### src/logic/sdq_pkg.sv
// sdq_pkg: shared constants and types of the sdram control block
package sdq_pkg;
    // array geometry
    localparam int BANK_CNT = 4;
    localparam int BANK_W = 2;
    localparam int ROW_CNT = 8192;
    localparam int ROW_W = 13;
    localparam int ADDR_W = 13;
    localparam int COLS_X4 = 4096;
    localparam int COLS_X8 = 2048;
    localparam int COLS_X16 = 1024;
    localparam int COL_W_X16 = 10;
    localparam int COL_FULL_W = 12;
    localparam int DATA_W_X16 = 16;
    // low column bits backed by storage
    localparam int MEM_CB = 3;
    // address line that carries precharge scope / auto precharge
    localparam int APRE_BIT = 10;
    // mode word fields
    localparam int MODE_BL_LSB = 0;
    localparam int MODE_BL_W = 3;
    localparam int MODE_BT_BIT = 3;
    // burst_count_setting codes
    localparam logic [2:0] BL_1 = 3'h0;
    localparam logic [2:0] BL_2 = 3'h1;
    localparam logic [2:0] BL_4 = 3'h2;
    localparam logic [2:0] BL_8 = 3'h3;
    localparam logic [2:0] BL_FULL = 3'h7;
    // burst masks per length
    localparam int BL_MASK_2 = 1;
    localparam int BL_MASK_4 = 3;
    localparam int BL_MASK_8 = 7;
    // command codes {cs_n, ras_n, cas_n, we_n}
    localparam logic [3:0] CMD_LMR = 4'h0;
    localparam logic [3:0] CMD_REF = 4'h1;
    localparam logic [3:0] CMD_PRE = 4'h2;
    localparam logic [3:0] CMD_ACT = 4'h3;
    localparam logic [3:0] CMD_WR = 4'h4;
    localparam logic [3:0] CMD_RD = 4'h5;
    localparam logic [3:0] CMD_BST = 4'h6;
    // read data and mask latency in clocks
    localparam int DQM_LAT = 2;
    // power states
    typedef enum logic [4:0] {
        PWR_RUN = 5'h01,
        PWR_PDN_PRE = 5'h02,
        PWR_PDN_ACT = 5'h04,
        PWR_SELF = 5'h08,
        PWR_SUSP = 5'h10
    } sdq_pwr_t;
    typedef logic [3:0] sdq_cmd_t;
endpackage : sdq_pkg

### src/logic/sdq_stream_if.sv
// sdq_stream_if: valid/ready word stream between block modules
`timescale 1ns/10ps
`default_nettype none
interface sdq_stream_if #(parameter int W = 16);
    logic [W-1:0] data; // word
    logic valid; // word present
    logic ready; // sink takes word
    modport src (output data, output valid, input ready);
    modport snk (input data, input valid, output ready);
endinterface : sdq_stream_if
`default_nettype wire

### src/logic/sdq_pair_buf.sv
// sdq_pair_buf: two-entry valid/ready buffer
`timescale 1ns/10ps
`default_nettype none
module sdq_pair_buf #(
    parameter int W = 16,
    parameter int DEPTH = 2
) (
    // clock and reset
    input wire logic ref_clk,
    input wire logic resetn,
    // streams
    sdq_stream_if.snk up,
    sdq_stream_if.src dn
);
    localparam int PW = $clog2(DEPTH);
    logic [W-1:0] slot_r [DEPTH]; // storage
    logic [PW-1:0] wp_r; // write index
    logic [PW-1:0] rp_r; // read index
    logic [PW:0] cnt_r; // fill level
    wire logic push;
    wire logic pop;
    // honest full and empty
    assign up.ready = (cnt_r != (PW+1)'(DEPTH));
    assign dn.valid = (cnt_r != '0);
    assign dn.data = slot_r[rp_r];
    assign push = up.valid && up.ready;
    assign pop = dn.valid && dn.ready;
    // entry write
    always_ff @(posedge ref_clk) begin
        if (push) begin
            slot_r[wp_r] <= up.data;
        end
    end
    // pointers and level
    always_ff @(posedge ref_clk or negedge resetn) begin
        if (!resetn) begin
            wp_r <= '0;
            rp_r <= '0;
            cnt_r <= '0;
        end else begin
            wp_r <= push ? PW'((wp_r + 1'b1) % DEPTH) : wp_r;
            rp_r <= pop ? PW'((rp_r + 1'b1) % DEPTH) : rp_r;
            cnt_r <= cnt_r + (PW+1)'(push) - (PW+1)'(pop);
        end
    end
endmodule : sdq_pair_buf
`default_nettype wire

### src/logic/sdq_ctrl.sv
// sdq_ctrl: command, burst, bank and power logic of a quad-bank sdram
// Behaviour
// - all inputs sampled on rising clock edge
// - four banks, 8192 rows, width-dependent columns
// - activate takes bank bits and row
// - read/write address gives starting column
// - burst 1,2,4,8, full page, terminate
// - device generates following columns in sequence
// - auto precharge closes row after burst
// - new column accepted every clock cycle
// - precharge one bank while accessing another
// - clock active only while cke high
// - cke low picks power-down, self refresh, suspend
// - cke watched until power state exits
// - inputs disabled in power-down, self refresh
// - chip select high masks every command
// - chip select part of command code
// - each edge with clock active advances burst and output
// - auto refresh and power-down provided
// - command from strobes plus chip select
// - mask drops writes, floats reads after two
// - precharge line high closes all banks
// - line ten on read/write is auto precharge
`timescale 1ns/10ps
`default_nettype none
module sdq_ctrl #(
    parameter int DATA_W = sdq_pkg::DATA_W_X16,
    parameter int COL_W = sdq_pkg::COL_W_X16,
    parameter int MEM_CB = sdq_pkg::MEM_CB
) (
    // clock and reset
    input wire logic ref_clk,
    input wire logic resetn,
    // command pins
    input wire logic cke,
    input wire logic cs_n,
    input wire logic ras_n,
    input wire logic cas_n,
    input wire logic we_n,
    input wire logic [sdq_pkg::BANK_W-1:0] bank_select_bits,
    input wire logic [sdq_pkg::ADDR_W-1:0] row_column_address_lines,
    // data pins
    input wire logic dqm,
    input wire logic [DATA_W-1:0] dq_in,
    output logic [DATA_W-1:0] dq_out,
    output logic dq_oe_n,
    // status
    output sdq_pkg::sdq_pwr_t pwr_state,
    output logic [sdq_pkg::BANK_CNT-1:0] bank_open,
    output logic burst_busy,
    output logic refresh_pulse,
    output logic in_buf_en
);
    import sdq_pkg::*;

    localparam int MEM_N = BANK_CNT * (2 ** MEM_CB);
    localparam int MI_W = BANK_W + MEM_CB;

    sdq_pwr_t pwr_r; // power state
    sdq_pwr_t pwr_nxt;
    logic [BANK_CNT-1:0] open_r; // row open per bank
    logic [ROW_W-1:0] row_r [BANK_CNT]; // open row per bank
    logic [MODE_BL_W-1:0] bl_code_r; // burst_count_setting
    logic bt_r; // interleaved order when set
    logic burst_r; // burst continuing
    logic burst_wr_r; // burst is a write
    logic burst_apre_r; // close row at burst end
    logic [BANK_W-1:0] bbank_r; // burst bank
    logic [COL_W-1:0] start_r; // burst start column
    logic [COL_W-1:0] cnt_r; // next location index
    logic [DATA_W-1:0] mem_r [MEM_N]; // backing store
    logic [DATA_W-1:0] pipe_r; // read stage one
    logic pipe_vld_r;
    logic dqm_d1_r; // mask delay chain
    logic dqm_d2_r;
    logic [DATA_W-1:0] dq_out_r; // output register
    logic dq_oe_n_r;
    logic refresh_r;

    // ---- command decode ----
    // clock counts only in run with cke high
    wire logic clk_act;
    assign clk_act = (pwr_r == PWR_RUN) && cke;
    wire sdq_cmd_t cmd;
    assign cmd = {cs_n, ras_n, cas_n, we_n};
    // decoder enabled only with chip select low
    wire logic cmd_sel;
    assign cmd_sel = clk_act && !cs_n;
    wire logic cmd_act;
    wire logic cmd_rd;
    wire logic cmd_wr;
    wire logic cmd_pre;
    wire logic cmd_ref;
    wire logic cmd_lmr;
    wire logic cmd_bst;
    assign cmd_act = cmd_sel && (cmd == CMD_ACT);
    assign cmd_rd = cmd_sel && (cmd == CMD_RD);
    assign cmd_wr = cmd_sel && (cmd == CMD_WR);
    assign cmd_pre = cmd_sel && (cmd == CMD_PRE);
    assign cmd_ref = cmd_sel && (cmd == CMD_REF);
    assign cmd_lmr = cmd_sel && (cmd == CMD_LMR);
    assign cmd_bst = cmd_sel && (cmd == CMD_BST);
    wire logic cmd_rw;
    assign cmd_rw = cmd_rd || cmd_wr;

    // ---- address fields ----
    wire logic [ADDR_W-1:0] a;
    assign a = row_column_address_lines;
    // line ten is scope on precharge, auto precharge on access
    wire logic precharge_scope_line;
    assign precharge_scope_line = a[APRE_BIT];
    // column skips line ten
    wire logic [COL_FULL_W-1:0] col_full;
    assign col_full = {a[ADDR_W-1:APRE_BIT+1], a[APRE_BIT-1:0]};
    wire logic [COL_W-1:0] cmd_col;
    assign cmd_col = col_full[COL_W-1:0];

    // ---- burst length decode ----
    wire logic bl_full;
    assign bl_full = (bl_code_r == BL_FULL);
    wire logic [COL_W-1:0] bl_mask; // locations minus one
    assign bl_mask = bl_full ? {COL_W{1'b1}} :
                     (bl_code_r == BL_2) ? COL_W'(BL_MASK_2) :
                     (bl_code_r == BL_4) ? COL_W'(BL_MASK_4) :
                     (bl_code_r == BL_8) ? COL_W'(BL_MASK_8) :
                     '0;

    // ---- access of this edge ----
    wire logic rd_in_ready;
    // a live burst carries on unless a new access or stop comes
    wire logic acc_cont;
    assign acc_cont = clk_act && burst_r && !cmd_rw && !cmd_bst;
    wire logic acc_wr;
    assign acc_wr = cmd_rw ? cmd_wr : burst_wr_r;
    wire logic [BANK_W-1:0] acc_bank;
    assign acc_bank = cmd_rw ? bank_select_bits : bbank_r;
    wire logic [COL_W-1:0] acc_start;
    assign acc_start = cmd_rw ? cmd_col : start_r;
    wire logic [COL_W-1:0] acc_cnt;
    assign acc_cnt = cmd_rw ? '0 : cnt_r;
    // sequential or interleaved order inside the burst window
    wire logic [COL_W-1:0] acc_low;
    assign acc_low = bt_r ? (acc_start ^ acc_cnt) : COL_W'(acc_start + acc_cnt);
    wire logic [COL_W-1:0] acc_col;
    assign acc_col = (acc_start & ~bl_mask) | (acc_low & bl_mask);
    // reads wait while the buffer is full
    wire logic acc_go;
    assign acc_go = (cmd_rw || acc_cont) && (acc_wr || rd_in_ready);
    wire logic acc_last;
    assign acc_last = !bl_full && (acc_cnt == bl_mask);
    wire logic apre_fire; // self-timed row close
    assign apre_fire = acc_go && acc_last &&
                       (cmd_rw ? precharge_scope_line : burst_apre_r);
    wire logic [MI_W-1:0] mem_idx;
    assign mem_idx = {acc_bank, acc_col[MEM_CB-1:0]};

    // ---- burst state ----
    // counter moves on every active edge that makes an access
    always_ff @(posedge ref_clk or negedge resetn) begin
        if (!resetn) begin
            burst_r <= 1'b0;
            burst_wr_r <= 1'b0;
            burst_apre_r <= 1'b0;
            bbank_r <= '0;
            start_r <= '0;
            cnt_r <= '0;
        end else if (acc_go) begin
            burst_r <= !acc_last;
            cnt_r <= COL_W'(acc_cnt + 1'b1);
            if (cmd_rw) begin
                burst_wr_r <= cmd_wr;
                burst_apre_r <= precharge_scope_line;
                bbank_r <= bank_select_bits;
                start_r <= cmd_col;
            end
        end else if (cmd_bst) begin
            burst_r <= 1'b0;
        end
    end

    // ---- mode word ----
    always_ff @(posedge ref_clk or negedge resetn) begin
        if (!resetn) begin
            bl_code_r <= BL_1;
            bt_r <= 1'b0;
        end else if (cmd_lmr) begin
            bl_code_r <= a[MODE_BL_LSB +: MODE_BL_W];
            bt_r <= a[MODE_BT_BIT];
        end
    end

    // ---- per-bank row tracking ----
    genvar b;
    generate
        for (b = 0; b < BANK_CNT; b++) begin : g_bank
            wire logic hit;
            assign hit = (bank_select_bits == BANK_W'(b));
            wire logic close;
            assign close = (cmd_pre && (precharge_scope_line || hit)) ||
                           (apre_fire && (acc_bank == BANK_W'(b)));
            // banks act alone, so one closes while another bursts
            always_ff @(posedge ref_clk or negedge resetn) begin
                if (!resetn) begin
                    open_r[b] <= 1'b0;
                    row_r[b] <= '0;
                end else if (cmd_act && hit) begin
                    open_r[b] <= 1'b1;
                    row_r[b] <= a;
                end else if (close) begin
                    open_r[b] <= 1'b0;
                end
            end
        end
    endgenerate

    // ---- write path ----
    // masked words are dropped
    always_ff @(posedge ref_clk) begin
        if (acc_go && acc_wr && !dqm) begin
            mem_r[mem_idx] <= dq_in;
        end
    end

    // ---- read path ----
    sdq_stream_if #(.W(DATA_W)) rd_up ();
    sdq_stream_if #(.W(DATA_W)) rd_dn ();
    assign rd_up.data = mem_r[mem_idx];
    assign rd_up.valid = acc_go && !acc_wr;
    assign rd_in_ready = rd_up.ready;
    // drain stalls during clock suspend
    assign rd_dn.ready = clk_act;

    // holds read words across a stall
    sdq_pair_buf #(.W(DATA_W), .DEPTH(2)) i_sdq_pair_buf (
        .ref_clk(ref_clk),
        .resetn(resetn),
        .up(rd_up),
        .dn(rd_dn)
    );

    // mask delay runs every edge
    always_ff @(posedge ref_clk or negedge resetn) begin
        if (!resetn) begin
            dqm_d1_r <= 1'b0;
            dqm_d2_r <= 1'b0;
        end else begin
            dqm_d1_r <= dqm;
            dqm_d2_r <= dqm_d1_r;
        end
    end

    // two-stage output pipe, frozen while clock is off
    always_ff @(posedge ref_clk or negedge resetn) begin
        if (!resetn) begin
            pipe_r <= '0;
            pipe_vld_r <= 1'b0;
            dq_out_r <= '0;
            dq_oe_n_r <= 1'b1;
        end else if (clk_act) begin
            pipe_r <= rd_dn.data;
            pipe_vld_r <= rd_dn.valid;
            dq_out_r <= pipe_r;
            dq_oe_n_r <= !(pipe_vld_r && !dqm_d2_r);
        end
    end

    // ---- power states ----
    // cke low picks the state from burst status, bank status and a refresh command
    always_comb begin
        pwr_nxt = pwr_r;
        case (pwr_r)
            PWR_RUN: begin
                if (!cke) begin
                    if (burst_r) begin
                        pwr_nxt = PWR_SUSP;
                    end else if (|open_r) begin
                        pwr_nxt = PWR_PDN_ACT;
                    end else if (!cs_n && ({ras_n, cas_n, we_n} == CMD_REF[2:0])) begin
                        pwr_nxt = PWR_SELF;
                    end else begin
                        pwr_nxt = PWR_PDN_PRE;
                    end
                end
            end
            PWR_SUSP, PWR_PDN_PRE, PWR_PDN_ACT, PWR_SELF: begin
                if (cke) begin
                    pwr_nxt = PWR_RUN;
                end
            end
            default: begin
                pwr_nxt = PWR_RUN;
            end
        endcase
    end

    // state register and refresh strobe
    always_ff @(posedge ref_clk or negedge resetn) begin
        if (!resetn) begin
            pwr_r <= PWR_RUN;
            refresh_r <= 1'b0;
        end else begin
            pwr_r <= pwr_nxt;
            refresh_r <= cmd_ref;
        end
    end

    // ---- outputs ----
    assign dq_out = dq_out_r;
    assign dq_oe_n = dq_oe_n_r;
    assign pwr_state = pwr_r;
    assign bank_open = open_r;
    assign burst_busy = burst_r;
    assign refresh_pulse = refresh_r;
    // input buffers off in power-down and self refresh
    assign in_buf_en = (pwr_r == PWR_RUN) || (pwr_r == PWR_SUSP);

    // ---- checks ----
    a_cs_masks_cmd: assert property (@(posedge ref_clk) disable iff (!resetn)
        cs_n && !burst_r |=> $stable(open_r))
        else $error("command taken with chip select high");

    a_act_opens_row: assert property (@(posedge ref_clk) disable iff (!resetn)
        cmd_act && bank_select_bits == '0 |=> open_r[0] && row_r[0] == $past(a))
        else $error("activate did not open row");

    a_pre_all_close: assert property (@(posedge ref_clk) disable iff (!resetn)
        cmd_pre && precharge_scope_line |=> open_r == '0)
        else $error("precharge all left a bank open");

    a_pre_one_keeps: assert property (@(posedge ref_clk) disable iff (!resetn)
        cmd_pre && !precharge_scope_line && bank_select_bits == '0 && open_r[1]
        && !(apre_fire && acc_bank == BANK_W'(1)) |=> open_r[1])
        else $error("single precharge closed another bank");

    a_pdn_precharge: assert property (@(posedge ref_clk) disable iff (!resetn)
        pwr_r == PWR_RUN && !cke && !burst_r && open_r == '0 && cs_n
        |=> pwr_r == PWR_PDN_PRE)
        else $error("idle cke low did not power down");

    a_pdn_active: assert property (@(posedge ref_clk) disable iff (!resetn)
        pwr_r == PWR_RUN && !cke && !burst_r && |open_r |=> pwr_r == PWR_PDN_ACT)
        else $error("open row cke low not active power-down");

    a_suspend_hold: assert property (@(posedge ref_clk) disable iff (!resetn)
        pwr_r == PWR_SUSP [*2] |-> $stable(cnt_r) && $stable(dq_out_r))
        else $error("burst moved during clock suspend");

    a_dqm_float: assert property (@(posedge ref_clk) disable iff (!resetn)
        (clk_act && dqm) ##2 clk_act |=> dq_oe_n)
        else $error("mask did not float output after two clocks");

    a_auto_close: assert property (@(posedge ref_clk) disable iff (!resetn)
        apre_fire && !cmd_act |=> !open_r[$past(acc_bank)])
        else $error("auto precharge left row open");

    a_wake_cke: assert property (@(posedge ref_clk) disable iff (!resetn)
        pwr_r != PWR_RUN && cke |=> pwr_r == PWR_RUN)
        else $error("cke high did not exit power state");
endmodule : sdq_ctrl
`default_nettype wire

### config.mk
export PLATFORM = sky130hd
export DESIGN_NAME = sdq_ctrl
export DESIGN_NICKNAME = d
export VERILOG_FILES = /design/src/logic/sdq_pkg.sv /design/src/logic/sdq_stream_if.sv /design/src/logic/sdq_pair_buf.sv /design/src/logic/sdq_ctrl.sv
export SDC_FILE = /design/constraint.sdc
export NUM_CORES = 1
export LEC_CHECK = 0
export ABC_AREA = 0
export BUFFER_PORTS_ARGS = -buffer_cell sky130_fd_sc_hd__buf_4
export CAP_MARGIN = 20
export CORE_MARGIN = 1.5
export CORE_UTILIZATION = 60
export DETAILED_ROUTE_END_ITERATION = 7
export PLACE_DENSITY_LB_ADDON = 0.25
export SLEW_MARGIN = 20
export SYNTH_ARGS = -nofsm -noshare
export SYNTH_HDL_FRONTEND = slang
export SYNTH_SLANG_ARGS = --single-unit
### constraint.sdc
create_clock -name ref_clk -period 10 [get_ports ref_clk]
set_input_delay 2 -clock ref_clk [delete_from_list [all_inputs] [get_ports ref_clk]]
set_output_delay 2 -clock ref_clk [all_outputs]
set_load 0.05 [all_outputs]
==> flow_metrics.env, run 1 <==
export IMPL_status="complete, no violations"
export IMPL_die_area_sq_um=44400
export IMPL_ys_warnings_count=0
export IMPL_clock_sinks=616
export IMPL_critPathLaunchType="input port"
export IMPL_grt_max_degree=73
export IMPL_htree_levels=2
export IMPL_syn_to_final_growth_pct=11.7
export IMPL_cts_tree="yes"
export IMPL_drt_iter0_markers=2092
export IMPL_fill_cells=2871
export IMPL_power_density_nw_per_um2=303
export IMPL_finClkSkew_ps=14.4
export IMPL_syn_mean_instance_area_sq_um=13.3
export IMPL_peakVddDrop_mv=0.423
export IMPL_netlist_instances=1951
export IMPL_io_pins=68
export IMPL_synth_fp_nets=1996
export IMPL_grt_pass1_vias=16900
export IMPL_synth_area_top_cells="edfxtp_1 63%, dfrtp_1 6.8%, nand2_1 4.8%, nand3_1 4.5%, mux2i_1 4.5%"
export IMPL_worstSetupPathType="in -> reg"
export IMPL_cp_max_fo=25
export IMPL_ys_seq_area_share_pct=70.2
export IMPL_p_leak_uw=0.0101
export IMPL_gp_congestion=0.864
export IMPL_slew_headroom_pct=21.0
export IMPL_cap_viol_max_count=0
export IMPL_port_buffer_count=59
export IMPL_vias_per_cell=6.71
export IMPL_finalSetupViolations=0
export IMPL_placementRows=75
export IMPL_clk_latency_ps=620
export IMPL_synth_seq_cells=616
export IMPL_worst_pin_slew_ps=1160
export IMPL_cts_setup_buffers=0
export IMPL_dr_pass1_iters=6
export IMPL_drc=0
export IMPL_initial_utilization_pct=61.2
export IMPL_clkSlewWorstSetupHoldPaths_ps=60
export IMPL_placed_area_sq_um=27100
export IMPL_syn_cell_area_sq_um=25900
export IMPL_fmax_mhz=140
export IMPL_fin_nets=2060
export IMPL_hold_violations=0
export IMPL_cp_data_arrival_time_ps=7360
export IMPL_fin_crit_sh_pct=71.3
export IMPL_synth_top_area_share_pct=63.2
export IMPL_slew_violations=0
export IMPL_die_y_um=211
export IMPL_cts_root_buffer="clkbuf_16"
export IMPL_wirelength_um=66300
export IMPL_synth_edf_count=544
export IMPL_final_area_sq_um=28900
export IMPL_track_usage_pct=30.0
export IMPL_min_period_ps=7130
export IMPL_layout_commonest_cell="edfxtp_1"
export IMPL_dp_final_hpwl_um=38800
export IMPL_most_common_layout_cells="544 x edfxtp_1, 329 x nand2_1, 235 x nand3_1, 135 x buf_4, 115 x mux2i_1"
export IMPL_synth_async_sr_flop_share_pct=11.7
export IMPL_yosys_area_top_type="edfxtp_1"
export IMPL_ant_nets=0
export IMPL_clockBufferDepth=3
export IMPL_hold_path_class="reg -> reg"
export IMPL_vias=17400
export IMPL_grt_overflow=0
export IMPL_routedWlPerCell_um=25.6
export IMPL_grt_pass1_wl_um=99200
export IMPL_antenna_found_initial=2
export IMPL_die_x_um=211
export IMPL_cts_buffers=58
export IMPL_fin_setup_tns_ps=0
export IMPL_synthFlopType="edfxtp_1"
export IMPL_drive_gt1_share_pct=12.4
export IMPL_grt_setup_unrepaired="false"
export IMPL_hold_buffers=0
export IMPL_ctsResizeCount=0
export IMPL_core_area_sq_um=42200
export IMPL_crit_path_end_kind="register"
export IMPL_yosysUniqueCellTypes=63
export IMPL_required_ps=10230
## synthesized netlist by cell type, drive strengths merged (7+ instances only)
master and count:
a2111oi 35, a21oi 9, a221oi 64, a31oi 43, a32oi 32, and3 8
buf 66, clkbuf 68, dfrtp 70, edfxtp 544, inv 10, mux2 13
mux2i 115, nand2 330, nand3 236, nand4 22, nor2 59, nor2b 7
nor3 102, o211ai 9, o21ai 44
## through the flow
step	power [uW]	worst slack (ps)	utilization (%)	std cells	hold slack, ps
floorplan	5550	3550	-	1951	331
global placement	6490	2490	64.1	2493	333
detailed placement	6570	2480	64.1	2494	350
CTS	8680	3110	68.3	2593	364
global route	9070	2780	68.4	2593	378
finish	8740	2870	68.4	2594	360
## metal layers
metal	vias up	GRT usage, %	part of all wire, %
met3	212	7.42	11
met4	2	12.3	4.1
met5	-	0	0.018
li1	7622	-	-
met2	1062	48.1	47
met1	8505	39.7	38
## critical path, stage by stage
cell	delay [ps]
buf_4	130
nor3b_2	340
nand3_2	520
and2_1	410
ha_1	230
fa_1	440
nor2b_1	150
xnor2_1	150
o31ai_2	530
o21a_2	700
nor3_2	240
a2111oi_0	1030
nand4_1	450
## where the power goes
| group | total, uW | switching [uW] | internal, uW | leakage, uW |
|---|---|---|---|---|
| logic | 3490 | 2410 | 1090 | 0.00344 |
| registers | 3120 | 113 | 3010 | 0.00579 |
| clock network | 2120 | 911 | 1210 | 0.000874 |
## logic make-up (layout without fill, tap and decap cells)
family,count (synthesis),after routing,share of synthesized area [%]
adder cells (fa/ha/maj),6,6,0.319
other,0,1,0
AND/OR/NAND/NOR,791,791,14.0
multiplexers,128,128,5.02
buffers and inverters,144,247,2.57
AO/OA/AOI/OAI,258,258,7.70
flip-flops,616,616,70.2
XOR/XNOR,8,8,0.271
## flip-flops by register name, indices dropped and copies added, names as in the netlist
| signal | flops |
|---|---|
| dqm_d2_r | 1 |
| burst_apre_r | 1 |
| bbank_r | 2 |
| dqm_d1_r | 1 |
| i_sdq_pair_buf.wp_r | 1 |
| burst_wr_r | 1 |
| mem_r | 512 |
| dq_out | 16 |
| pipe_vld_r | 1 |
| cnt_r | 10 |
| bank_open | 4 |
| i_sdq_pair_buf.cnt_r | 2 |
| pipe_r | 16 |
| i_sdq_pair_buf.slot_r | 32 |
| bt_r | 1 |
| refresh_pulse | 1 |
| start_r | 3 |
| pwr_state | 5 |
| dq_oe_n | 1 |
| i_sdq_pair_buf.rp_r | 1 |
| burst_busy | 1 |
| bl_code_r | 3 |
## layout make-up
class	count	area [sq um]	area share (%)
Tap cell	539	674	2.34
Inverter	10	37.5	0.130
Timing Repair Buffer	138	1060	3.66
Clock buffer	72	1500	5.21
Multi-Input combinational cell	1191	7160	24.8
Sequential cell	616	18100	62.8
Clock inverter	27	298	1.03
Antenna cell	1	2.50	0.00867
## final timing paths
path                                                to  cells after the start          from  slack [ps]
setup / recovery           i_sdq_pair_buf.slot_r[0][8]                     13          cs_n        2870
hold / removal                                dqm_d2_r                      0      dqm_d1_r         360
setup reg to reg           i_sdq_pair_buf.slot_r[0][8]                     12  pwr_state[1]        3800
hold reg to reg                               dqm_d2_r                      0      dqm_d1_r         360
max in group asynchronous                   pipe_r[12]                      1        resetn        7860
min in group asynchronous                 pwr_state[3]                      1        resetn        1500
(Power assumes the default switching activity.)
==> inputs of run 2 (changes only) <==
Settings changed: CORE_UTILIZATION 60 to 56.
Clock period 10 ns to 5.95 ns, I/O delays scaled along.
==> flow_metrics.env, run 2 (same netlist as run 1, synthesis figures left out) <==
export IMPL_status="complete, no violations"
export IMPL_top_regs="mem_r x512, i_sdq_pair_buf.slot_r x32"
export IMPL_crit_path_end_kind="register"
export IMPL_placementRows=78
export IMPL_fin_crit_sh_pct=90.0
export IMPL_cts_buffers=66
export IMPL_grt_max_degree=73
export IMPL_top_register="mem_r"
export IMPL_die_x_um=218
export IMPL_hold_path_class="reg -> reg"
export IMPL_worst_path_buf_inv=2
export IMPL_grt_overflow=0
export IMPL_drt_iter0_markers=2352
export IMPL_cts_setup_buffers=0
export IMPL_final_area_sq_um=29800
export IMPL_fill_cells=3204
export IMPL_io_pins=68
export IMPL_cts_root_buffer="clkbuf_16"
export IMPL_p_leak_uw=0.0105
export IMPL_placed_area_sq_um=27500
export IMPL_most_common_layout_cells="544 x edfxtp_1, 329 x nand2_1, 235 x nand3_1, 161 x buf_4, 115 x mux2i_1"
export IMPL_routedWlPerCell_um=24.4
export IMPL_grt_pass1_vias=16900
export IMPL_slew_headroom_pct=28.4
export IMPL_cap_viol_max_count=0
export IMPL_cp_top_family="compound AO/OA/AOI/OAI gates"
export IMPL_grt_pass1_wl_um=100000
export IMPL_slew_violations=0
export IMPL_drive_gt1_share_pct=14.8
export IMPL_syn_to_final_growth_pct=15.1
export IMPL_vias_per_cell=6.46
export IMPL_die_area_sq_um=47500
export IMPL_finClkSkew_ps=34.4
export IMPL_dp_final_hpwl_um=39900
export IMPL_critPathLaunchType="input port"
export IMPL_hold_violations=0
export IMPL_htree_levels=3
export IMPL_clockBufferDepth=3
export IMPL_clk_latency_ps=600
export IMPL_vias=17500
export IMPL_cp_data_arrival_time_ps=5560
export IMPL_fin_nets=2101
export IMPL_grt_setup_unrepaired="false"
export IMPL_wirelength_um=65900
export IMPL_largest_reg_flops=512
export IMPL_diodes=0
export IMPL_fmax_mhz=187
export IMPL_clock_sinks=616
export IMPL_dr_pass1_iters=6
export IMPL_port_buffer_count=59
export IMPL_drc=0
export IMPL_finalSetupViolations=0
export IMPL_timing_hold_ws_ps=359
export IMPL_ctsResizeCount=0
export IMPL_worstSetupPathType="in -> reg"
export IMPL_initial_utilization_pct=56.9
export IMPL_power_density_nw_per_um2=526
export IMPL_worstPathCellList="buf_4 > or3b_1 > o31ai_4 > nand2_1 > ha_1 > fa_1 > nor2b_1 > xnor2_1 > o21a_1 > o21a_2 > buf_12 > nor3_1 > a2111oi_0 > nand4_1"
export IMPL_die_y_um=218
export IMPL_slowest_delay_ps=800
export IMPL_track_usage_pct=28.2
export IMPL_slowest_stage="a2111oi_0"
export IMPL_min_period_ps=5360
export IMPL_hold_buffers=0
export IMPL_cp_max_fo=20
export IMPL_ant_nets=0
export IMPL_clkSlewWorstSetupHoldPaths_ps=60
export IMPL_core_area_sq_um=45500
export IMPL_peakVddDrop_mv=0.564
export IMPL_worst_pin_slew_ps=1040
export IMPL_fin_setup_tns_ps=0
export IMPL_required_ps=6150
export IMPL_cts_tree="yes"
export IMPL_antenna_found_initial=1
export IMPL_layout_commonest_cell="edfxtp_1"
export IMPL_gp_congestion=0.867
-- run 2: layout make-up --
type | count | area [sq um] | share of cell area, %
Timing Repair Buffer | 171 | 1410 | 4.73
Tap cell | 600 | 751 | 2.52
Clock inverter | 37 | 477 | 1.60
Inverter | 10 | 37.5 | 0.126
Multi-Input combinational cell | 1191 | 7130 | 24.0
Clock buffer | 81 | 1820 | 6.13
Sequential cell | 616 | 18100 | 60.9
-- run 2: through the flow --
step / worst slack, ps / instances / utilization [%] / total power (uW)
finish: 595 / 2706 / 65.5 / 15700
global route: 352 / 2706 / 65.5 / 16300
CTS: 688 / 2706 / 65.5 / 15600
detailed placement: 108 / 2588 / 60.4 / 11300
global placement: 281 / 2588 / 60.4 / 11200
floorplan: 310 / 1951 / - / 9330
-- run 2: power breakdown --
part           switching [uW]  leakage, uW  internal [uW]  total (uW)
sequential                185      0.00579           5050        5240
combinational            4090      0.00362           2010        6090
clock                    1660      0.00111           2660        4320
total                    5940       0.0105           9720       15700
-- run 2: worst paths after layout --
path	from	end	slack, ps	cells after the start
min in group asynchronous	resetn	bank_open[0]	730	1
hold reg to reg	dqm_d1_r	dqm_d2_r	360	0
max in group asynchronous	resetn	dq_out[9]	4620	1
setup reg to reg	pwr_state[1]	i_sdq_pair_buf.slot_r[0][11]	770	13
setup / recovery	cs_n	i_sdq_pair_buf.slot_r[0][11]	590	14
hold / removal	dqm_d1_r	dqm_d2_r	360	0
-- run 2: routing by layer --
layer  GRT usage [%]  part of all wire (%)
met5               0                 0.020
met4            11.2                   3.7
met3            5.08                   9.9
met2            44.8                    47
met1            38.8                    39
